**src/include/lhbms_consts.vh**
```
`ifndef LHBMS_CONSTS_VH
`define LHBMS_CONSTS_VH

// Bus mode strap codes
`define LHBMS_BM_P68_16    2'h3
`define LHBMS_BM_P80_16    2'h2
`define LHBMS_BM_P68_8     2'h1
`define LHBMS_BM_P80_8     2'h0
// High lane strap values for serial selection
`define LHBMS_HL_SER       2'h2
`define LHBMS_HL_SER_C     2'h3
`define LHBMS_HL_BIT_HI    15
`define LHBMS_HL_BIT_LO    13

// Decoded modes
`define LHBMS_MODE_W       3
`define LHBMS_M_P68_16     3'h0
`define LHBMS_M_P80_16     3'h1
`define LHBMS_M_P68_8      3'h2
`define LHBMS_M_P80_8      3'h3
`define LHBMS_M_SER8       3'h4
`define LHBMS_M_SERC       3'h5
`define LHBMS_M_SER9       3'h6
`define LHBMS_M_NONE       3'h7

// Serial pins
`define LHBMS_SCK_BIT      0
`define LHBMS_SDA_BIT      8
`define LHBMS_TOK8_LAST    4'h7
`define LHBMS_TOK9_LAST    4'h8

// Data path
`define LHBMS_DW           16
`define LHBMS_FIFO_W       17
`define LHBMS_FIFO_DEPTH   8
`define LHBMS_FIFO_AW      3
`define LHBMS_BYTE0        8'h00
`define LHBMS_WORD0        16'h0000

`endif

```
**src/core/lhbms_fifo.v**
```verilog
`timescale 1ns/1ps
module lhbms_fifo #(
	parameter WIDTH = 17,
	parameter DEPTH = 8,
	parameter AW    = 3
) (
	// Clock and reset
	input  wire             clk,
	input  wire             rst,
	input  wire             ce,
	// Fill side
	input  wire             in_valid,
	output wire             in_ready,
	input  wire [WIDTH-1:0] in_data,
	// Drain side
	output wire             out_valid,
	input  wire             out_ready,
	output wire [WIDTH-1:0] out_data
);
	reg [WIDTH-1:0] mem [0:DEPTH-1];
	reg [AW-1:0]    wr_ptr;
	reg [AW-1:0]    rd_ptr;
	reg [AW:0]      count;
	wire            do_push;
	wire            do_pop;

	assign in_ready  = (count != DEPTH[AW:0]);
	assign out_valid = (count != {(AW+1){1'b0}});
	assign out_data  = mem[rd_ptr];
	assign do_push   = in_valid & in_ready;
	assign do_pop    = out_valid & out_ready;

	always @(posedge clk) begin
		if (rst) begin
			wr_ptr <= {AW{1'b0}};
			rd_ptr <= {AW{1'b0}};
			count  <= {(AW+1){1'b0}};
		end else if (ce) begin
			if (do_push) begin
				mem[wr_ptr] <= in_data;
				wr_ptr      <= (wr_ptr == DEPTH[AW-1:0] - 1'b1) ? {AW{1'b0}} : wr_ptr + 1'b1;
			end
			if (do_pop)
				rd_ptr <= (rd_ptr == DEPTH[AW-1:0] - 1'b1) ? {AW{1'b0}} : rd_ptr + 1'b1;
			if (do_push & ~do_pop)
				count <= count + 1'b1;
			else if (do_pop & ~do_push)
				count <= count - 1'b1;
		end
	end
endmodule

```
**src/core/lhbms_port.v**
```verilog
`timescale 1ns/1ps
`include "lhbms_consts.vh"
module lhbms_port (
	// Clock, reset, enable
	input  wire                      clk,
	input  wire                      rst,
	input  wire                      ce,
	// Straps
	input  wire [1:0]                bus_mode_strap,
	input  wire                      lane_select_strap,
	input  wire                      lane_aux_strap,
	input  wire                      factory_test_pin,
	// Host pins
	input  wire                      cs_n,
	input  wire                      cmd_data_sel,
	input  wire                      strobe_pin_a,
	input  wire                      strobe_pin_b,
	input  wire [15:0]               host_data_in,
	output reg  [15:0]               host_data_out,
	output wire [15:0]               host_data_oe,
	// Status
	output reg  [`LHBMS_MODE_W-1:0]  bus_mode,
	output reg  [1:0]                strap_readback_field,
	output wire                      test_pin_low,
	output wire                      host_busy,
	output reg                       overrun,
	// Internal write stream
	output wire                      wr_valid,
	input  wire                      wr_ready,
	output wire [15:0]               wr_word,
	output wire                      wr_is_data,
	// Internal read source
	output reg                       rd_req,
	input  wire [15:0]               rd_word
);
	reg        lane_hi;
	reg        strb_a_q;
	reg        strb_b_q;
	reg        sck_q;
	reg        byte_phase;
	reg [7:0]  low_byte;
	reg [8:0]  shreg;
	reg [3:0]  bit_cnt;
	reg [15:0] rd_hold;
	reg        pend_valid;
	reg [16:0] pend_data;
	reg        next_pend_valid;
	reg [16:0] next_pend_data;
	reg        next_byte_phase;
	reg [7:0]  next_low_byte;
	reg        got_byte;
	reg        got_cd;
	reg [7:0]  got_val;
	reg        got_word;
	reg [15:0] got_wval;
	wire       fifo_in_ready;
	wire [16:0] fifo_out;
	// A full stage keeps its word; the newcomer is the one dropped
	wire        stage_full = pend_valid & ~fifo_in_ready;

	// Lane mapping used on both write capture and read drive
	function [7:0] lane_pick;
		input [15:0] pins;
		input        hi;
		integer      i;
		begin
			for (i = 0; i < 8; i = i + 1)
				lane_pick[i] = hi ? pins[i] : pins[2*i];
		end
	endfunction

	function [15:0] lane_put;
		input [7:0] b;
		input       hi;
		integer     i;
		begin
			lane_put = `LHBMS_WORD0;
			for (i = 0; i < 8; i = i + 1) begin
				if (hi)
					lane_put[i] = b[i];
				else
					lane_put[2*i] = b[i];
			end
		end
	endfunction

	wire is_p68  = (bus_mode == `LHBMS_M_P68_16) | (bus_mode == `LHBMS_M_P68_8);
	wire is_p80  = (bus_mode == `LHBMS_M_P80_16) | (bus_mode == `LHBMS_M_P80_8);
	wire is_8bit = (bus_mode == `LHBMS_M_P68_8) | (bus_mode == `LHBMS_M_P80_8);
	wire is_ser  = (bus_mode == `LHBMS_M_SER8) | (bus_mode == `LHBMS_M_SERC) | (bus_mode == `LHBMS_M_SER9);
	wire sel     = ~cs_n;

	// 6800: a is read/write (high reads), b is the enable; 8080: a writes, b reads, both low active
	wire rd_act  = sel & (is_p68 ? (strobe_pin_b & strobe_pin_a) : (is_p80 & ~strobe_pin_b));
	wire rd_prev = is_p68 ? (strb_b_q & strb_a_q) : (is_p80 & ~strb_b_q);
	wire rd_start = rd_act & ~rd_prev;
	wire wr_done = sel & (is_p68 ? (strb_b_q & ~strobe_pin_b & ~strobe_pin_a)
		: (is_p80 & ~strb_a_q & strobe_pin_a));

	wire sck_rise = sel & is_ser & host_data_in[`LHBMS_SCK_BIT] & ~sck_q;
	wire [3:0] tok_last = (bus_mode == `LHBMS_M_SER9) ? `LHBMS_TOK9_LAST : `LHBMS_TOK8_LAST;

	// Drive the pins only during a selected parallel read
	assign host_data_oe = rd_act ? (is_8bit ? lane_put(8'hFF, lane_hi) : 16'hFFFF) : `LHBMS_WORD0;
	assign test_pin_low = ~factory_test_pin;
	assign host_busy    = pend_valid;

	// Strap capture while reset is held; frozen afterwards
	always @(posedge clk) begin
		if (rst) begin
			lane_hi              <= lane_select_strap;
			strap_readback_field <= {lane_select_strap, lane_aux_strap};
			case (bus_mode_strap)
			`LHBMS_BM_P68_16: bus_mode <= `LHBMS_M_P68_16;
			`LHBMS_BM_P80_16: bus_mode <= `LHBMS_M_P80_16;
			`LHBMS_BM_P68_8: begin
				if ({host_data_in[`LHBMS_HL_BIT_HI], host_data_in[`LHBMS_HL_BIT_LO]} == `LHBMS_HL_SER)
					bus_mode <= `LHBMS_M_SER9;
				else if (~host_data_in[`LHBMS_HL_BIT_HI])
					bus_mode <= `LHBMS_M_P68_8;
				else
					bus_mode <= `LHBMS_M_NONE;
			end
			`LHBMS_BM_P80_8: begin
				if ({host_data_in[`LHBMS_HL_BIT_HI], host_data_in[`LHBMS_HL_BIT_LO]} == `LHBMS_HL_SER)
					bus_mode <= `LHBMS_M_SER8;
				else if ({host_data_in[`LHBMS_HL_BIT_HI], host_data_in[`LHBMS_HL_BIT_LO]} == `LHBMS_HL_SER_C)
					bus_mode <= `LHBMS_M_SERC;
				else
					bus_mode <= `LHBMS_M_P80_8;
			end
			default: bus_mode <= `LHBMS_M_NONE;
			endcase
		end
	end

	// Byte or word arrival from whichever port is live
	always @* begin
		got_byte = 1'b0;
		got_word = 1'b0;
		got_cd   = cmd_data_sel;
		got_val  = `LHBMS_BYTE0;
		got_wval = `LHBMS_WORD0;
		if (wr_done) begin
			if (is_8bit) begin
				got_byte = 1'b1;
				got_val  = lane_pick(host_data_in, lane_hi);
			end else begin
				got_word = 1'b1;
				got_wval = host_data_in;
			end
		end else if (sck_rise && bit_cnt == tok_last) begin
			got_byte = 1'b1;
			if (bus_mode == `LHBMS_M_SER9) begin
				got_cd  = shreg[7];
				got_val = {shreg[6:0], host_data_in[`LHBMS_SDA_BIT]};
			end else begin
				got_val = {shreg[6:0], host_data_in[`LHBMS_SDA_BIT]};
			end
		end
	end

	// Pairing: data bytes pair low then high; a command byte stands alone
	always @* begin
		next_pend_valid = pend_valid;
		next_pend_data  = pend_data;
		next_byte_phase = byte_phase;
		next_low_byte   = low_byte;
		if (pend_valid & fifo_in_ready)
			next_pend_valid = 1'b0;
		if (got_word) begin
			if (!stage_full) begin
				next_pend_valid = 1'b1;
				next_pend_data  = {got_cd, got_wval};
			end
		end else if (got_byte) begin
			if (!got_cd) begin
				if (!stage_full) begin
					next_pend_valid = 1'b1;
					next_pend_data  = {got_cd, `LHBMS_BYTE0, got_val};
				end
				next_byte_phase = 1'b0;
			end else if (!byte_phase) begin
				next_low_byte   = got_val;
				next_byte_phase = 1'b1;
			end else begin
				if (!stage_full) begin
					next_pend_valid = 1'b1;
					next_pend_data  = {got_cd, got_val, low_byte};
				end
				next_byte_phase = 1'b0;
			end
		end
	end

	always @(posedge clk) begin
		if (rst) begin
			strb_a_q      <= 1'b1;
			strb_b_q      <= 1'b1;
			sck_q         <= 1'b0;
			byte_phase    <= 1'b0;
			low_byte      <= `LHBMS_BYTE0;
			shreg         <= 9'h000;
			bit_cnt       <= 4'h0;
			pend_valid    <= 1'b0;
			pend_data     <= 17'h00000;
			overrun       <= 1'b0;
			rd_req        <= 1'b0;
			rd_hold       <= `LHBMS_WORD0;
			host_data_out <= `LHBMS_WORD0;
		end else if (ce) begin
			strb_a_q   <= strobe_pin_a;
			strb_b_q   <= strobe_pin_b;
			sck_q      <= host_data_in[`LHBMS_SCK_BIT];
			pend_valid <= next_pend_valid;
			pend_data  <= next_pend_data;
			byte_phase <= next_byte_phase;
			low_byte   <= next_low_byte;
			// A word arriving while the stage is still full is lost
			if (pend_valid & ~fifo_in_ready & (got_word | (got_byte & (~got_cd | byte_phase))))
				overrun <= 1'b1;
			// Serial token framing restarts whenever the chip is deselected
			if (cs_n) begin
				bit_cnt <= 4'h0;
			end else if (sck_rise) begin
				shreg   <= {shreg[7:0], host_data_in[`LHBMS_SDA_BIT]};
				bit_cnt <= (bit_cnt == tok_last) ? 4'h0 : bit_cnt + 4'h1;
			end
			// Read: fetch a word on first byte, present high byte on the second
			rd_req <= rd_start & (~is_8bit | ~byte_phase);
			if (rd_start) begin
				if (!is_8bit) begin
					host_data_out <= rd_word;
				end else if (!byte_phase) begin
					rd_hold       <= rd_word;
					host_data_out <= lane_put(rd_word[7:0], lane_hi);
					byte_phase    <= 1'b1;
				end else begin
					host_data_out <= lane_put(rd_hold[15:8], lane_hi);
					byte_phase    <= 1'b0;
				end
			end
		end
	end

	// Eight-word buffer; any word waiting in the stage raises host_busy back to the host
	lhbms_fifo #(
		.WIDTH (`LHBMS_FIFO_W),
		.DEPTH (`LHBMS_FIFO_DEPTH),
		.AW    (`LHBMS_FIFO_AW)
	) u_fifo (
		.clk       (clk),
		.rst       (rst),
		.ce        (ce),
		.in_valid  (pend_valid),
		.in_ready  (fifo_in_ready),
		.in_data   (pend_data),
		.out_valid (wr_valid),
		.out_ready (wr_ready),
		.out_data  (fifo_out)
	);

	assign wr_word    = fifo_out[15:0];
	assign wr_is_data = fifo_out[16];
endmodule

```
**config.mk**
```make
export PLATFORM = sky130hd
export DESIGN_NAME = lhbms_port
export DESIGN_NICKNAME = d
export VERILOG_FILES = /design/src/core/lhbms_fifo.v /design/src/core/lhbms_port.v
export VERILOG_INCLUDE_DIRS = /design/src /design/src/include
export SDC_FILE = /design/constraint.sdc
export NUM_CORES = 1
export LEC_CHECK = 0
export BUFFER_PORTS_ARGS = -buffer_cell sky130_fd_sc_hd__buf_4
export CORE_MARGIN = 2
export CORE_UTILIZATION = 58
export CTS_CLUSTER_SIZE = 14
export DETAILED_ROUTE_END_ITERATION = 12
export PLACE_DENSITY = 0.86
export SYNTH_ARGS = -nofsm -noshare
export SYNTH_HDL_FRONTEND = slang
export SYNTH_SLANG_ARGS = --single-unit
```
**constraint.sdc**
```tcl
create_clock -name clk -period 3.95 [get_ports clk]
set_input_delay 0.1975 -clock clk [delete_from_list [all_inputs] [get_ports clk]]
set_output_delay 0.1975 -clock clk [all_outputs]
set_load 0.1 [all_outputs]
```
# Word-level counts from Yosys, hierarchy flattened
# Memories as Yosys holds them, arrays and structs flattened. A register that Yosys moved wholly into a read port is not among the register bits.
# Index checks and enable logic that the tools add are counted.
[word_totals]
wordCells = 193
ram_bits = 136
out_inout_bits = 59
reg_bits = 92
input_bits = 45
memories = 1
[memory_table]
columns = ["memory", "depth", "width", "read_ports", "rd_clocked_by_memory_dff", "wr", "line", "rtl"]
rows = [
  ["u_fifo.mem", 8, 17, 1, 1, 1, "lhbms_fifo.v:20", "reg [WIDTH-1:0] mem [0:DEPTH-1];"],
]
[op_classes]
mux = 89
n_eq_ne = 16
addsub = 5
reduce_logical = 17
bitwise = 46
[ops]
columns = ["cell", "count"]
rows = [
  ["17-bit two-way mux", 7],
  ["16-bit two-way mux", 5],
  ["1-bit two-way mux", 58],
  ["3-bit two-way mux", 8],
  ["4-bit two-way mux", 6],
  ["8-bit two-way mux", 3],
  ["1-bit AND", 22],
  ["1-bit inverter", 16],
  ["3-bit equality test, second input constant", 5],
  ["15-bit two-way mux", 1],
  ["3-bit case mux with 4 select lines", 1],
  ["2-bit AND reduction", 6],
  ["4-bit by 1-bit adder with 4-bit output, second input constant", 2],
  ["2-bit equality test, second input constant", 4],
  ["1-bit bitwise OR", 8],
  ["4-bit AND reduction", 2],
  ["3-bit by 1-bit adder with 3-bit output, second input constant", 2],
  ["3-bit by 2-bit equality test with 1-bit output, second input constant", 2],
  ["2-bit nonzero test", 3],
  ["5-bit AND reduction", 1],
  ["4-bit equality test", 1],
  ["4-bit != test, second input constant", 1],
  ["4-bit nonzero test", 1],
  ["4-bit by 1-bit subtractor with 4-bit output, second input constant", 1],
  ["7 further kinds", 7],
]

# Longest topological paths before layout
[depth]
depth_word = 15
mapped_depth = 12
depth_no_buf = 12

# Hierarchy
# A second synthesis with hierarchy kept.
[unflattened]
cells_unflattened = 704
hier_area_um2 = 9726.8
[modules_own_cells]
columns = ["module", "area_per_inst_um2", "seq_area_each_um2", "n_inst", "cells_each"]
rows = [
  ["lhbms_fifo", 5889.4, 4344.2, 1, 270],
  ["lhbms_port", 3837.4, 1511.4, 1, 434],
]

# Least setup slack after synthesis
# Ideal clock, no wire load.
[synth_path]
path_type = "register to output"
start = "register bus_mode[0]"
end = "output host_data_oe[10]"
path_buffers = 2
stages_incl_launch_ff = 6
path_slack_ns = -0.092
t_arrival_ns = 3.844
required_time_ns = 3.753
cell_sequence = "edfxtp_1 -> buf_2 -> nand2b_1 -> a211o_1 -> a21oi_1 -> buf_4"
[synth_via]
elab_chain_cells = 6
word_cells_on_any_way = 12
cone_classes = "3 x eq/ne; 3 x mux; 5 x bitwise; 1 x reduce/logical"
[synth_rtl]
columns = ["item", "line", "rtl"]
rows = [
  ["start, declared", "lhbms_port.v:22", "output reg [`LHBMS_MODE_W-1:0] bus_mode,"],
  ["start signal, assigned", "lhbms_port.v:114", "`LHBMS_BM_P68_16: bus_mode <= `LHBMS_M_P68_16;"],
  ["start signal, assigned", "lhbms_port.v:115", "`LHBMS_BM_P80_16: bus_mode <= `LHBMS_M_P80_16;"],
  ["start signal, assigned", "lhbms_port.v:118", "bus_mode <= `LHBMS_M_SER9;"],
  ["3-bit by 1-bit equality test with 1-bit output (no line) / 3-bit by 2-bit equality test with 1-bit output (equally long branches)", "n/a", ""],
  ["1-bit bitwise OR", "lhbms_port.v:88", "wire is_p80 = (bus_mode == `LHBMS_M_P80_16) | (bus_mode == `LHBMS_M_P80_8);"],
  ["1-bit AND", "lhbms_port.v:94", "wire rd_act = sel & (is_p68 ? (strobe_pin_b & strobe_pin_a) : (is_p80 & ~strobe_pin_b));"],
  ["1-bit two-way mux", "lhbms_port.v:94", ""],
  ["1-bit AND", "lhbms_port.v:94", ""],
  ["16-bit two-way mux (no line) (*)", "n/a", ""],
  ["end, declared", "lhbms_port.v:20", "output wire [15:0] host_data_oe,"],
]
# Mark *: on every way between the ends. The rest lies on a longest branch, timed or not.

# Worst setup path after layout
[layout_path]
start = "register bus_mode[0]"
end = "register pend_data[2]"
[layout_via]
elab_chain_cells = 13
word_cells_on_any_way = 43
cone_classes = "8 x eq/ne; 20 x mux; 11 x bitwise; 4 x reduce/logical"
[layout_rtl]
columns = ["item", "line", "rtl"]
rows = [
  ["3-bit equality test (no line)", "n/a", ""],
  ["1-bit bitwise OR (2 in a row)", "lhbms_port.v:90", "wire is_ser = (bus_mode == `LHBMS_M_SER8) | (bus_mode == `LHBMS_M_SERC) | (bus_mode == `LHBMS_M_SER9);"],
  ["1-bit AND (3 in a row)", "lhbms_port.v:100", "wire sck_rise = sel & is_ser & host_data_in[`LHBMS_SCK_BIT] & ~sck_q;"],
  ["1-bit logical AND", "lhbms_port.v:152", "end else if (sck_rise && bit_cnt == tok_last) begin"],
  ["8-bit two-way mux", "lhbms_port.v:152", ""],
  ["8-bit two-way mux", "lhbms_port.v:144", "if (wr_done) begin"],
  ["17-bit two-way mux", "lhbms_port.v:178", "if (!stage_full) begin"],
  ["17-bit two-way mux", "lhbms_port.v:177", "if (!got_cd) begin"],
  ["17-bit two-way mux", "lhbms_port.v:176", "end else if (got_byte) begin"],
  ["17-bit two-way mux", "lhbms_port.v:171", "if (got_word) begin"],
  ["end signal, assigned", "lhbms_port.v:216", "pend_data <= next_pend_data;"],
  ["end, declared", "lhbms_port.v:46", "reg [16:0] pend_data;"],
]
# Parallel ways exist; a longest one is shown, timed or not. The select of a mux whose other input is x is not followed.
# A chain may end at the register's enable or synchronous reset.

==> out/results.ini <==
[clocking]
clock_sinks=222
holdBufCountCts=16
post_cts_buffers=0
cts_resized=0
cts_tree=built
clk_path_buf_depth=3
cts_buffers=23
clockRootBuffer=clkbuf_16
clock_latency_ps=500
clk_pin_slew_ps=70
htreeDepth=1

[drt]
ant_nets=0
via_per_inst=6.13
drc=0
route.vias.total=6254
wl_per_cell_um=21.4
drt_iter0_drc=490
firstDrtPassIters=5
routed_wl_um=21800

[placement]
portBuffers=103
gp_congestion=0.841
detailed_place_hpwl_um=13400

[grt]
gr-usage-all-layers=0.250
grt_max_degree=86
antenna_found_initial=0
overflow=0
grt_pass1_vias=6446
grt_pass1_wl_um=34300

[layout]
final_nets=842
final_util=0.702
n_antenna_cell=0
fill_cells=1029
drive_gt1_frac=0.291
area_growth_pct=17.9

[yosys]
yosys.area.top_type=edfxtp_1
synthMuxAreaShare=0.137
synth-adder-area-share=0.0127
synth_top_area_share=0.446
yosys_most_used_dff=edfxtp_1
ys_top_cells_by_count=141 x edfxtp_1, 81 x dfxtp_1, 61 x nor2_1
synth_compound_area_frac=0.108
synth.distinct_cells=55
syn-cell-area_um2=9490
synth_most_common_cell=edfxtp_1
yosysWarnings=0
syn_inst=692
netlist_top_cells_area=edfxtp_1 45%, dfxtp_1 17%, mux4_2 8.1%
ys_ff_latch=222
async_reset_ff_frac=0
avgSynthCellArea_um2=13.7
synth_top_family_by_area=multiplexers
yosys.area_share.simple=0.0872
synth_xor_area_frac=0.00369
yosysSeqAreaShare=0.617
synth-edff-count=141
syn_nets=746

[setup_path]
crit_path_end_kind=flip-flop
crit_type=flip-flop to flip-flop
crit_path_max_fanout=21
worstSetupStartpointType=flip-flop
arrival_ps=3650
cp.required_ps=4280

[power]
pwr-share-clk=0.388
switching_share=0.255
p_sw_mw=1.29
combPwrFrac=0.109
power_density_nw_per_um2=451
ir_drop_v=0.000373
seqPwrFrac=0.503
p_int_mw=3.76
leakage_nw=3.99

[die]
die_area_um2=17400
rows=46
initial_core_util=0.595
num_io_pins=104
core_area_um2=15900
die_w_um=132
die_h_um=132

[timing]
fin_tns_setup_ps=0
final.period_utilization=0.842
maxSlewViolCount=0
rsz0062_at_grt=false
max_freq_mhz=301
worstMarginPinSlew_ps=1170
whs_ps=30.9
finalHoldViolCount=0
min_period_ps=3330
setup_viol=0
finalClockSkew_ps=11.2
max_slew_margin=0.221

[flow_run]
maxCapViolCount=0

[run_status]
status=completed

[worst_hold_path]
hold_class=input pin to flip-flop

==> state kept, by name (all words and copies together), names as in the netlist, 2 cells and up, named ones only <==
name	cells
bit_cnt	4
bus_mode	3
host_data_out	16
low_byte	8
pend_data	17
rd_hold	8
shreg	8
strap_readback_field	2
u_fifo.count	4
u_fifo.mem	136
u_fifo.rd_ptr	3
u_fifo.wr_ptr	3
==> layout by cell type (no fill, tap or decap), types with 9 or more instances in the layout <==
cell type,netlist,routed
clkbuf_16,0,23
nor2_1,61,58
dfxtp_1,81,79
a211oi_1,11,11
o21ai_0,9,9
nor3_1,19,16
nand3_1,27,27
buf_4,15,114
a211oi_2,10,10
mux2i_1,25,25
nand2_1,35,35
a21oi_1,45,44
a221oi_1,16,16
mux2_2,25,25
dlygate4sd3_1,0,16
mux4_2,34,34
edfxtp_1,141,141
==> kinds of logic after synthesis <==
logic type / after synthesis
multiplexers: 84
adder cells (fa/ha/maj): 9
AO/OA/AOI/OAI: 132
flip-flops: 222
buffers and inverters: 66
XOR/XNOR: 4
AND/OR/NAND/NOR: 175
==> power groups by stage <==
stage	clock network [mW]	registers [mW]	logic, mW
final	1.96	2.54	0.552
after detailed placement	0	2.59	0.534
after global placement	0	2.58	0.521
after CTS	1.98	2.54	0.550
after global routing	2.07	2.55	0.579
after floorplan	0	2.61	0.382
==> layout make-up <==
type | count | area, um2 | area share
Clock buffer | 30 | 612 | 0.0547
Clock inverter | 11 | 63.8 | 0.00570
Inverter | 7 | 26.3 | 0.00235
Multi-Input combinational cell | 404 | 3340 | 0.299
Sequential cell | 222 | 5860 | 0.524
Tap cell | 216 | 270 | 0.0242
Timing Repair Buffer | 130 | 1020 | 0.0908
==> metrics by stage <==
stage | power [mW] | area, um2 | setup slack (ps) | instances
5_1_grt | 5.20 | 11200 | 500 | 1020
3_3_place_gp | 3.11 | 10400 | 859 | 963
2_1_floorplan | 2.99 | 9490 | 84.0 | 692
6_report | 5.05 | 11200 | 624 | 1020
4_1_cts | 5.07 | 11200 | 689 | 1020
3_5_place_dp | 3.12 | 10400 | 724 | 963
==> worst paths after layout <==
check	endpoint	slack, ps	cells past startpoint	startpoint
hold reg to reg	host_data_out[9]	470	2	host_data_out[9]
hold / removal	bus_mode[1]	30	2	host_data_in[15]
setup / recovery	pend_data[2]	620	5	bus_mode[0]
setup reg to reg	pend_data[2]	620	5	bus_mode[0]
==> critical path, cell delays in order, from the launching register on <==
cell	delay [ps]
edfxtp_1	650
a21oi_1	140
a2111oi_0	890
o221a_2	610
and2_1	690
a211oi_1	170
==> per-layer routing <==
metal  wire (um)  global-route usage  vias up
li1            -                   -     2856
met1        8390               0.306     3082
met2       11500               0.459      272
met3        1380              0.0361       44
met4         519              0.0731        0
met5           0                   0        -
No activity file was read; power rests on OpenSTA's default activity.
